<file path="src/logic/bssp_defs.vh">
`ifndef BSSP_DEFS_VH
`define BSSP_DEFS_VH
`define BSSP_MODE_TX8 3'h0
`define BSSP_MODE_TX4 3'h2
`define BSSP_MODE_TRX8 3'h4
`define BSSP_MODE_RX8 3'h5
`define BSSP_MODE_RX4 3'h6
`define BSSP_CLK_DIV13 3'h0
`define BSSP_CLK_DIV8 3'h1
`define BSSP_CLK_DIV6 3'h2
`define BSSP_CLK_DIV5 3'h3
`define BSSP_CLK_EXT 3'h7
`define BSSP_SHIFT_DIV13 13
`define BSSP_SHIFT_DIV8 8
`define BSSP_SHIFT_DIV6 6
`define BSSP_SHIFT_DIV5 5
`define BSSP_BUF_WORDS 8
`define BSSP_FIFO_DEPTH 4
`endif

</file>
<file path="src/logic/bssp_fifo.v">
`timescale 1ns/1ps
module bssp_fifo #(
	parameter WIDTH = 8,
	parameter DEPTH = 4,
	parameter AW = 2
) (
	input wire clk_sys_i,
	input wire rstn_i,
	input wire flush_i,
	input wire in_valid_i,
	output wire in_ready_o,
	input wire [WIDTH-1:0] in_data_i,
	output wire out_valid_o,
	input wire out_ready_i,
	output wire [WIDTH-1:0] out_data_o
);
	localparam [AW:0] FULL = DEPTH;
	reg [WIDTH-1:0] mem_q [0:DEPTH-1];
	reg [AW-1:0] wr_q;
	reg [AW-1:0] rd_q;
	reg [AW:0] cnt_q;
	wire push;
	wire pop;
	assign in_ready_o = (cnt_q != FULL);
	assign out_valid_o = (cnt_q != {(AW+1){1'b0}});
	assign out_data_o = mem_q[rd_q];
	assign push = in_valid_i & in_ready_o;
	assign pop = out_valid_o & out_ready_i;
	always @(posedge clk_sys_i) begin
		if (push) begin
			mem_q[wr_q] <= in_data_i;
		end
	end
	always @(posedge clk_sys_i or negedge rstn_i) begin
		if (!rstn_i) begin
			wr_q <= {AW{1'b0}};
			rd_q <= {AW{1'b0}};
			cnt_q <= {(AW+1){1'b0}};
		end else if (flush_i) begin
			wr_q <= {AW{1'b0}};
			rd_q <= {AW{1'b0}};
			cnt_q <= {(AW+1){1'b0}};
		end else begin
			if (push) begin
				wr_q <= wr_q + {{(AW-1){1'b0}}, 1'b1};
			end
			if (pop) begin
				rd_q <= rd_q + {{(AW-1){1'b0}}, 1'b1};
			end
			if (push && !pop) begin
				cnt_q <= cnt_q + {{AW{1'b0}}, 1'b1};
			end else if (pop && !push) begin
				cnt_q <= cnt_q - {{AW{1'b0}}, 1'b1};
			end
		end
	end
endmodule

</file>
<file path="src/logic/bssp_core.v">
`timescale 1ns/1ps
// What this block does
// - Clock select picks one of four internal rates or external pin clock.
// - With internal clock the serial clock pin idles high at start.
// - Internal rates are clock divided by 2^13 or slow tick/2, 2^8, 2^6, 2^5.
// - Internal clock halts while software buffer accesses fall behind.
// - Transmit on falling pin edge, receive sampled on rising pin edge.
// - Four-bit mode shifts low nibble; received upper nibble stored as zero.
// - Every word travels least significant bit first.
// - Up to eight counted words move, then the done interrupt rises.
// - A three-bit mode field selects transmit, receive or both.
// - Run starts first word; next word loads after its last bit; empty irq at end.
// - Internal transmit waits for new data; one buffer write releases it.
// - Any buffer write or read, even unused entries, cancels a wait.
// - After the last word the data pin holds its final bit.
// - Clearing run finishes the current word, stores that word, clears flag.
// - External transmit not stopped in time sends dummy data then ends.
// - Received words go to successive buffer entries; full irq at count.
// - Internal receive stops the clock while earlier words stay unread.
// - External receive with unread data discards the word and stops.
// - Abort ends the transfer at once and drops partial received data.
// - Changing the mode discards the buffer contents unless a buffer write or received word lands in that cycle.
// - Transmit/receive mode waits for reads and writes; one write releases.
// - Abort bit clears itself once the abort has completed.
// - Mode codes 000, 010, 100, 101, 110 as listed.
// - Word count field holds words minus one, from base entry upward.
// - Wait field stretches each internal 8-bit receive word to 1, 2, 4 or 8 word times.
`include "bssp_defs.vh"
module bssp_core #(
	parameter DIV_SLOW_SHIFT = `BSSP_SHIFT_DIV13
) (
	input wire clk_sys_i,
	input wire rstn_i,
	input wire transfer_run_bit_i,
	input wire transfer_abort_bit_i,
	input wire [2:0] transfer_mode_field_i,
	input wire [2:0] clock_select_i,
	input wire divider_clock_select_i,
	input wire slow_tick_i,
	input wire [2:0] word_count_i,
	input wire [1:0] wait_field_i,
	input wire buf_wr_i,
	input wire [2:0] buf_addr_i,
	input wire [7:0] buf_wdata_i,
	input wire buf_rd_i,
	output reg [7:0] buf_rdata_o,
	input wire sck_in_i,
	output wire sck_out_o,
	output wire sck_oe_o,
	input wire si_i,
	output wire so_o,
	output wire transfer_active_flag_o,
	output wire shift_active_flag_o,
	output wire transfer_abort_bit_o,
	output reg transfer_done_irq_o,
	output wire rx_valid_o,
	input wire rx_ready_i,
	output wire [7:0] rx_data_o
);
	localparam ST_IDLE = 2'h0;
	localparam ST_SHIFT = 2'h1;
	localparam ST_WAIT = 2'h2;
	localparam ST_GAP = 2'h3;
	reg [7:0] data_buffer_ram [0:`BSSP_BUF_WORDS-1];
	reg [1:0] st_q;
	reg [12:0] div_q;
	reg [7:0] sh_q;
	reg [2:0] bit_q;
	reg [2:0] word_q;
	reg [2:0] mode_q;
	reg sck_q;
	reg so_q;
	reg act_q;
	reg stop_q;
	reg abort_q;
	reg pend_q;
	reg [6:0] gap_q;
	reg sck_s1_q;
	reg sck_s2_q;
	reg sck_s3_q;
	reg si_s1_q;
	reg si_s2_q;
	reg ff_push_q;
	reg [7:0] ff_data_q;
	reg tick_sel;
	integer j;
	wire ext;
	wire four;
	wire tx;
	wire rx;
	wire tick;
	wire fall;
	wire rise;
	wire touch;
	wire [2:0] last_bit;
	wire ff_ready;
	wire [7:0] rx_word;
	assign ext = (clock_select_i == `BSSP_CLK_EXT);
	assign four = (mode_q == `BSSP_MODE_TX4) || (mode_q == `BSSP_MODE_RX4);
	assign tx = (mode_q == `BSSP_MODE_TX8) || (mode_q == `BSSP_MODE_TX4) ||
		(mode_q == `BSSP_MODE_TRX8);
	assign rx = (mode_q == `BSSP_MODE_TRX8) || (mode_q == `BSSP_MODE_RX8) ||
		(mode_q == `BSSP_MODE_RX4);
	assign last_bit = four ? 3'h3 : 3'h7;
	assign touch = buf_wr_i | buf_rd_i;
	// The divider produces a half-period tick so the pin toggles each tick.
	always @* begin
		case (clock_select_i)
		`BSSP_CLK_DIV8: tick_sel = (div_q[6:0] == 7'h7F);
		`BSSP_CLK_DIV6: tick_sel = (div_q[4:0] == 5'h1F);
		`BSSP_CLK_DIV5: tick_sel = (div_q[3:0] == 4'hF);
		`BSSP_CLK_DIV13: tick_sel = divider_clock_select_i ? slow_tick_i :
			(&div_q[DIV_SLOW_SHIFT-2:0]);
		default: tick_sel = 1'b0;
		endcase
	end
	assign tick = tick_sel;
	// Pin edges are derived only after two sync stages.
	assign fall = ext ? (sck_s3_q & ~sck_s2_q) : (tick & sck_q);
	assign rise = ext ? (~sck_s3_q & sck_s2_q) : (tick & ~sck_q);
	assign sck_out_o = sck_q;
	assign sck_oe_o = ~ext;
	assign so_o = so_q;
	assign transfer_active_flag_o = act_q;
	assign shift_active_flag_o = (st_q == ST_SHIFT);
	assign transfer_abort_bit_o = abort_q;
	assign rx_word = four ? {4'h0, si_s2_q, sh_q[7:5]} :
		{si_s2_q, sh_q[7:1]};
	always @(posedge clk_sys_i) begin
		if (buf_wr_i) begin
			data_buffer_ram[buf_addr_i] <= buf_wdata_i;
		end else if (st_q == ST_SHIFT && rise && bit_q == last_bit && rx &&
			!pend_q) begin
			data_buffer_ram[word_q] <= rx_word;
		end else if (transfer_mode_field_i != mode_q) begin
			// Old words are meaningless in a new mode, so they are wiped.
			for (j = 0; j < `BSSP_BUF_WORDS; j = j + 1) begin
				data_buffer_ram[j] <= 8'h00;
			end
		end
		if (buf_rd_i) begin
			buf_rdata_o <= data_buffer_ram[buf_addr_i];
		end
	end
	always @(posedge clk_sys_i or negedge rstn_i) begin
		if (!rstn_i) begin
			sck_s1_q <= 1'b1;
			sck_s2_q <= 1'b1;
			sck_s3_q <= 1'b1;
			si_s1_q <= 1'b0;
			si_s2_q <= 1'b0;
			div_q <= 13'h0000;
		end else begin
			sck_s1_q <= sck_in_i;
			sck_s2_q <= sck_s1_q;
			sck_s3_q <= sck_s2_q;
			si_s1_q <= si_i;
			si_s2_q <= si_s1_q;
			div_q <= div_q + 13'h0001;
		end
	end
	always @(posedge clk_sys_i or negedge rstn_i) begin
		if (!rstn_i) begin
			st_q <= ST_IDLE;
			sh_q <= 8'h00;
			bit_q <= 3'h0;
			word_q <= 3'h0;
			mode_q <= `BSSP_MODE_TX8;
			sck_q <= 1'b1;
			so_q <= 1'b1;
			act_q <= 1'b0;
			stop_q <= 1'b0;
			abort_q <= 1'b0;
			pend_q <= 1'b0;
			gap_q <= 7'h00;
			transfer_done_irq_o <= 1'b0;
			ff_push_q <= 1'b0;
			ff_data_q <= 8'h00;
		end else begin
			transfer_done_irq_o <= 1'b0;
			ff_push_q <= 1'b0;
			if (transfer_abort_bit_i) begin
				abort_q <= 1'b1;
			end
			if (transfer_mode_field_i != mode_q) begin
				mode_q <= transfer_mode_field_i;
			end
			if (!transfer_run_bit_i && act_q) begin
				stop_q <= 1'b1;
			end
			if (touch) begin
				pend_q <= 1'b0;
			end
			if (abort_q) begin
				st_q <= ST_IDLE;
				act_q <= 1'b0;
				sck_q <= 1'b1;
				stop_q <= 1'b0;
				abort_q <= 1'b0;
			end else begin
				case (st_q)
				ST_IDLE: begin
					sck_q <= 1'b1;
					if (transfer_run_bit_i) begin
						act_q <= 1'b1;
						st_q <= ST_SHIFT;
						word_q <= 3'h0;
						bit_q <= 3'h0;
						stop_q <= 1'b0;
						pend_q <= 1'b0;
						sh_q <= data_buffer_ram[0];
					end
				end
				ST_SHIFT: begin
					if (!ext && tick) begin
						sck_q <= ~sck_q;
					end
					if (fall && tx) begin
						so_q <= sh_q[0];
					end
					if (rise) begin
						sh_q <= {si_s2_q, sh_q[7:1]};
						bit_q <= bit_q + 3'h1;
						if (bit_q == last_bit) begin
							bit_q <= 3'h0;
							if (rx && !pend_q) begin
								ff_push_q <= ff_ready;
								ff_data_q <= rx_word;
							end
							if (stop_q) begin
								st_q <= ST_IDLE;
								act_q <= 1'b0;
							end else if (ext && pend_q) begin
								st_q <= ST_IDLE;
								act_q <= 1'b0;
							end else begin
								if (word_q == word_count_i) begin
									word_q <= 3'h0;
									transfer_done_irq_o <= 1'b1;
									pend_q <= 1'b1;
									sh_q <= data_buffer_ram[0];
								end else begin
									word_q <= word_q + 3'h1;
									sh_q <= data_buffer_ram[word_q + 3'h1];
								end
								gap_q <= 7'h00;
								if (!ext) begin
									st_q <= ST_GAP;
								end
							end
						end
					end
				end
				ST_GAP: begin
					// Wait field stretches the word time in internal 8-bit receive modes.
					if (tick) begin
						gap_q <= gap_q + 7'h01;
					end
					if (!(mode_q == `BSSP_MODE_RX8 ||
						mode_q == `BSSP_MODE_TRX8) || wait_field_i == 2'h0 ||
						gap_q >= ((7'h10 << wait_field_i) - 7'h10)) begin
						st_q <= ST_WAIT;
					end
				end
				ST_WAIT: begin
					// Hold the clock high until software catches up.
					// No bit is moving here, so a stop ends the transfer now.
					if (stop_q || !transfer_run_bit_i) begin
						st_q <= ST_IDLE;
						act_q <= 1'b0;
					end else if (!pend_q || touch) begin
						st_q <= ST_SHIFT;
						pend_q <= 1'b0;
					end
				end
				default: st_q <= ST_IDLE;
				endcase
			end
		end
	end
	// Received words also stream out; a full queue simply drops the copy.
	bssp_fifo #(
		.WIDTH(8),
		.DEPTH(`BSSP_FIFO_DEPTH),
		.AW(2)
	) u_fifo (
		.clk_sys_i(clk_sys_i),
		.rstn_i(rstn_i),
		.flush_i(abort_q),
		.in_valid_i(ff_push_q),
		.in_ready_o(ff_ready),
		.in_data_i(ff_data_q),
		.out_valid_o(rx_valid_o),
		.out_ready_i(rx_ready_i),
		.out_data_o(rx_data_o)
	);
endmodule

</file>
<file path="config.mk">
export PLATFORM = sky130hd
export DESIGN_NAME = bssp_core
export DESIGN_NICKNAME = d
export VERILOG_FILES = /design/src/logic/bssp_fifo.v /design/src/logic/bssp_core.v
export VERILOG_INCLUDE_DIRS = /design/src /design/src/logic
export SDC_FILE = /design/constraint.sdc
export NUM_CORES = 1
export LEC_CHECK = 0
export BUFFER_PORTS_ARGS = -buffer_cell sky130_fd_sc_hd__buf_2
export CAP_MARGIN = 20
export CORE_MARGIN = 2
export CORE_UTILIZATION = 35
export DETAILED_ROUTE_END_ITERATION = 10
export GPL_TIMING_DRIVEN = 0
export PLACE_DENSITY_LB_ADDON = 0.3
export SLEW_MARGIN = 30
export SYNTH_ARGS = -nofsm -noshare
export SYNTH_HDL_FRONTEND = slang
export SYNTH_SLANG_ARGS = --single-unit
</file>
<file path="constraint.sdc">
create_clock -name clk_sys_i -period 4.95 [get_ports clk_sys_i]
set_input_delay 0.2475 -clock clk_sys_i [delete_from_list [all_inputs] [get_ports clk_sys_i]]
set_output_delay 0.2475 -clock clk_sys_i [all_outputs]
set_load 0.005 [all_outputs]
</file>
==> metrics.txt <==
status complete, no violations; Die H 161.8 um; layout cells sized above 1 a little over a fifth; post-route ant nets 0; skew final between 10 and 15 ps; power per cell area approximately 400 mW/mm2; drt initial violations between 300 and 400; Top FF cell, synth dfxtp_1; Die W ~160 um; Worst VDD drop around 0.00017 V; Worst-Margin Slew ~920 ps; yosys synthesis warning count 0; initial antenna violation count 1; Hold Violations, Final 0; Post-CTS Hold Fix Bufs 3; pre-CTS WS 1696 ps; syn_area_per_cell between 10 and 15 um2; root buf cell clkbuf_16; Hold WS around 34 ps; Worst-path clk slew 70 ps; Sum Neg Setup Slack 0 ps; Yosys top cell by area dfrtp_1; Net Count, Synth 781; Area Overhead vs Synth 14.98%; post-synthesis mux area share 21.67%; setup ws final between 1500 and 2000 ps; CP Max Fanout 8; fraction of registers with async set/reset between 30% and 40%; HP Class primary input to flip-flop; # rows between 50 and 60; Post-synth EDFFs 40; Post-Synthesis Cell Area about 0.0087 mm2; Core Footprint ~0.024 mm2; placed cell area approximately 0.0094 mm2; crit path time final ~3200 ps; final instance area ~0.01 mm2; port bufs 54; largest net degree at the start of global routing 38; vias in the first global route roughly 6,100; largest family of logic cells by synthesized area multiplexers; Max-Cap Viols 0; DRC 0; gr ovfl total 0; cells after synthesis 730; worst-skew pair later-pin latency about 430 ps; Setup CP Type flip-flop to flip-flop; relative max-transition margin roughly two fifths; Peak Freq 0.3118 GHz; postcts setup bufs 0; XOR/XNOR Fraction of Synth Area about 2.2%; Synth Area in Compound Gates roughly a tenth; CTS tree built; Global Route Usage Sum between 10% and 20%; routed vias/inst between 5 and 6; WL final between 20,000 and 25,000 um; leak pwr 4.171 nW; first-pass GRT wire length around 33,000 um; Non-Filler Instances between 1,000 and 1,500; Final Core Density around 40%; fill cell count approximately 2,300; nets between 800 and 900; Post-DP HPWL approximately 15,000 um; Sequential cell area 0.004140 mm2; crit share post-route between 60% and 70%; simple logic cell fraction of the synthesized area 12.54%; Tot Pwr between 4 and 5 mW; Routed WL per cell 17.93 um; Slew Viols, Final 0; register area share after synthesis a little under half; routability cong. around 0.83; worst path required time 5230 ps; most common cell in the synthesized netlist nand2_1; RSZ-0062 raised after global routing false; synthesized flop and latch total between 150 and 200; PostCTS Resize Cnt 0; Setup-failing EPs final 0; Pre-antenna DRT Iters 5; CP startpoint kind flip-flop; largest cells by area after synthesis dfrtp_1, dfxtp_1, edfxtp_1, mux4_2, mux2i_1; synth cell count leaders nand2_1, mux2i_1, dfxtp_1, dfrtp_1; Die ar. between 0.02 and 0.03 mm2; H-tree depth 4; number of CTS-inserted buffers 17; initial core utilization a little over a third; Synth Area in Adders between 2 and 3%; placed cells around 1,100; I/O pins 57; Worst setup EP type flip-flop; critical path arrival 3490 ps; Synth top area share 17.51%; area occupied by multi-input gates about 0.0043 mm2; Num Clock Sinks 170; via count a little under 6,000; Netlist cell types a little under 80; Clock Path Buffers 2
report_power, final:
group	switching, mW	internal, mW
registers	0.108	1.54
clock network	0.586	0.678
logic	0.668	0.450
total	1.36	2.67
path summary, 6_finish.rpt:
kind                                          to                     start  cells past startpoint  slack [ps]
hold reg to reg                          si_s2_q                   si_s1_q                      0         360
setup / recovery           data_buffer_ram[7][1]                  div_q[0]                     11        1740
hold / removal                         mode_q[1]  transfer_mode_field_i[1]                      2          30
setup reg to reg           data_buffer_ram[7][1]                  div_q[0]                     11        1740
max in group asynchronous           ff_data_q[2]                    rstn_i                      3        4110
min in group asynchronous               div_q[9]                    rstn_i                      2         310
layout make-up:
cell class,instances,area share (%)
well taps,324,4.044
clock buffers,20,4.506
diodes,1,0.02496
flip-flops and latches,170,41.30
multi-input cells,498,43.19
clock inverters,12,1.073
repair buffers,58,3.220
plain buffers,38,1.747
inverters,24,0.8987
flip-flops by register name, indices dropped and copies added, names as in the netlist, 2 cells and up:
| signal | cells |
|---|---|
| bit_q | 3 |
| buf_rdata_o | 8 |
| data_buffer_ram | 64 |
| div_q | 12 |
| ff_data_q | 8 |
| gap_q | 7 |
| mode_q | 3 |
| sh_q | 8 |
| st_q | 2 |
| u_fifo.cnt_q | 3 |
| u_fifo.mem_q | 32 |
| u_fifo.rd_q | 2 |
| u_fifo.wr_q | 2 |
| word_q | 3 |
placed cells by master, fill, tap and decap left out, drive strengths merged, types with 8 or more instances in the layout:
cell type,Yosys,final
dfxtp,64,64
o21ai,32,32
edfxtp,40,40
mux2i,83,83
nor2,25,25
nand2,109,109
inv,22,27
mux4,40,40
and2,9,9
clkbuf,29,51
ha,17,17
xnor2,17,17
buf,9,62
mux2,14,14
nand3,14,14
dfrtp,61,61
o22ai,16,16
a21oi,14,14
nor4,8,8
worst max-delay path, cell delays in order (launching register included):
cell,delay [ps]
dfrtp_1,370
ha_1,210
nand3_2,170
inv_1,170
ha_1,200
nor3b_2,70
a2111oi_4,440
or2_1,180
buf_6,130
nand4_4,220
mux2i_1,740
mux2i_1,150
routing by layer:
layer  track usage (%)  up-vias  part of all wire, %
li1                  -     2853                    -
met1             22.14     2921                   47
met2             27.27      130                   48
met3             2.886       23                  3.9
met4             4.385        0                  1.2
met5                 0        -                    0
logic make-up after synthesis:
| family | after synthesis |
|---|---|
| xor gates and xnor gates | 22 |
| muxes | 137 |
| and+or+nand+nor | 210 |
| AOI/OAI and AO/OA | 111 |
| buffers and inverters | 62 |
| DFF | 170 |
| adders and majority gates | 18 |
No activity file was read; power rests on OpenSTA's default activity.
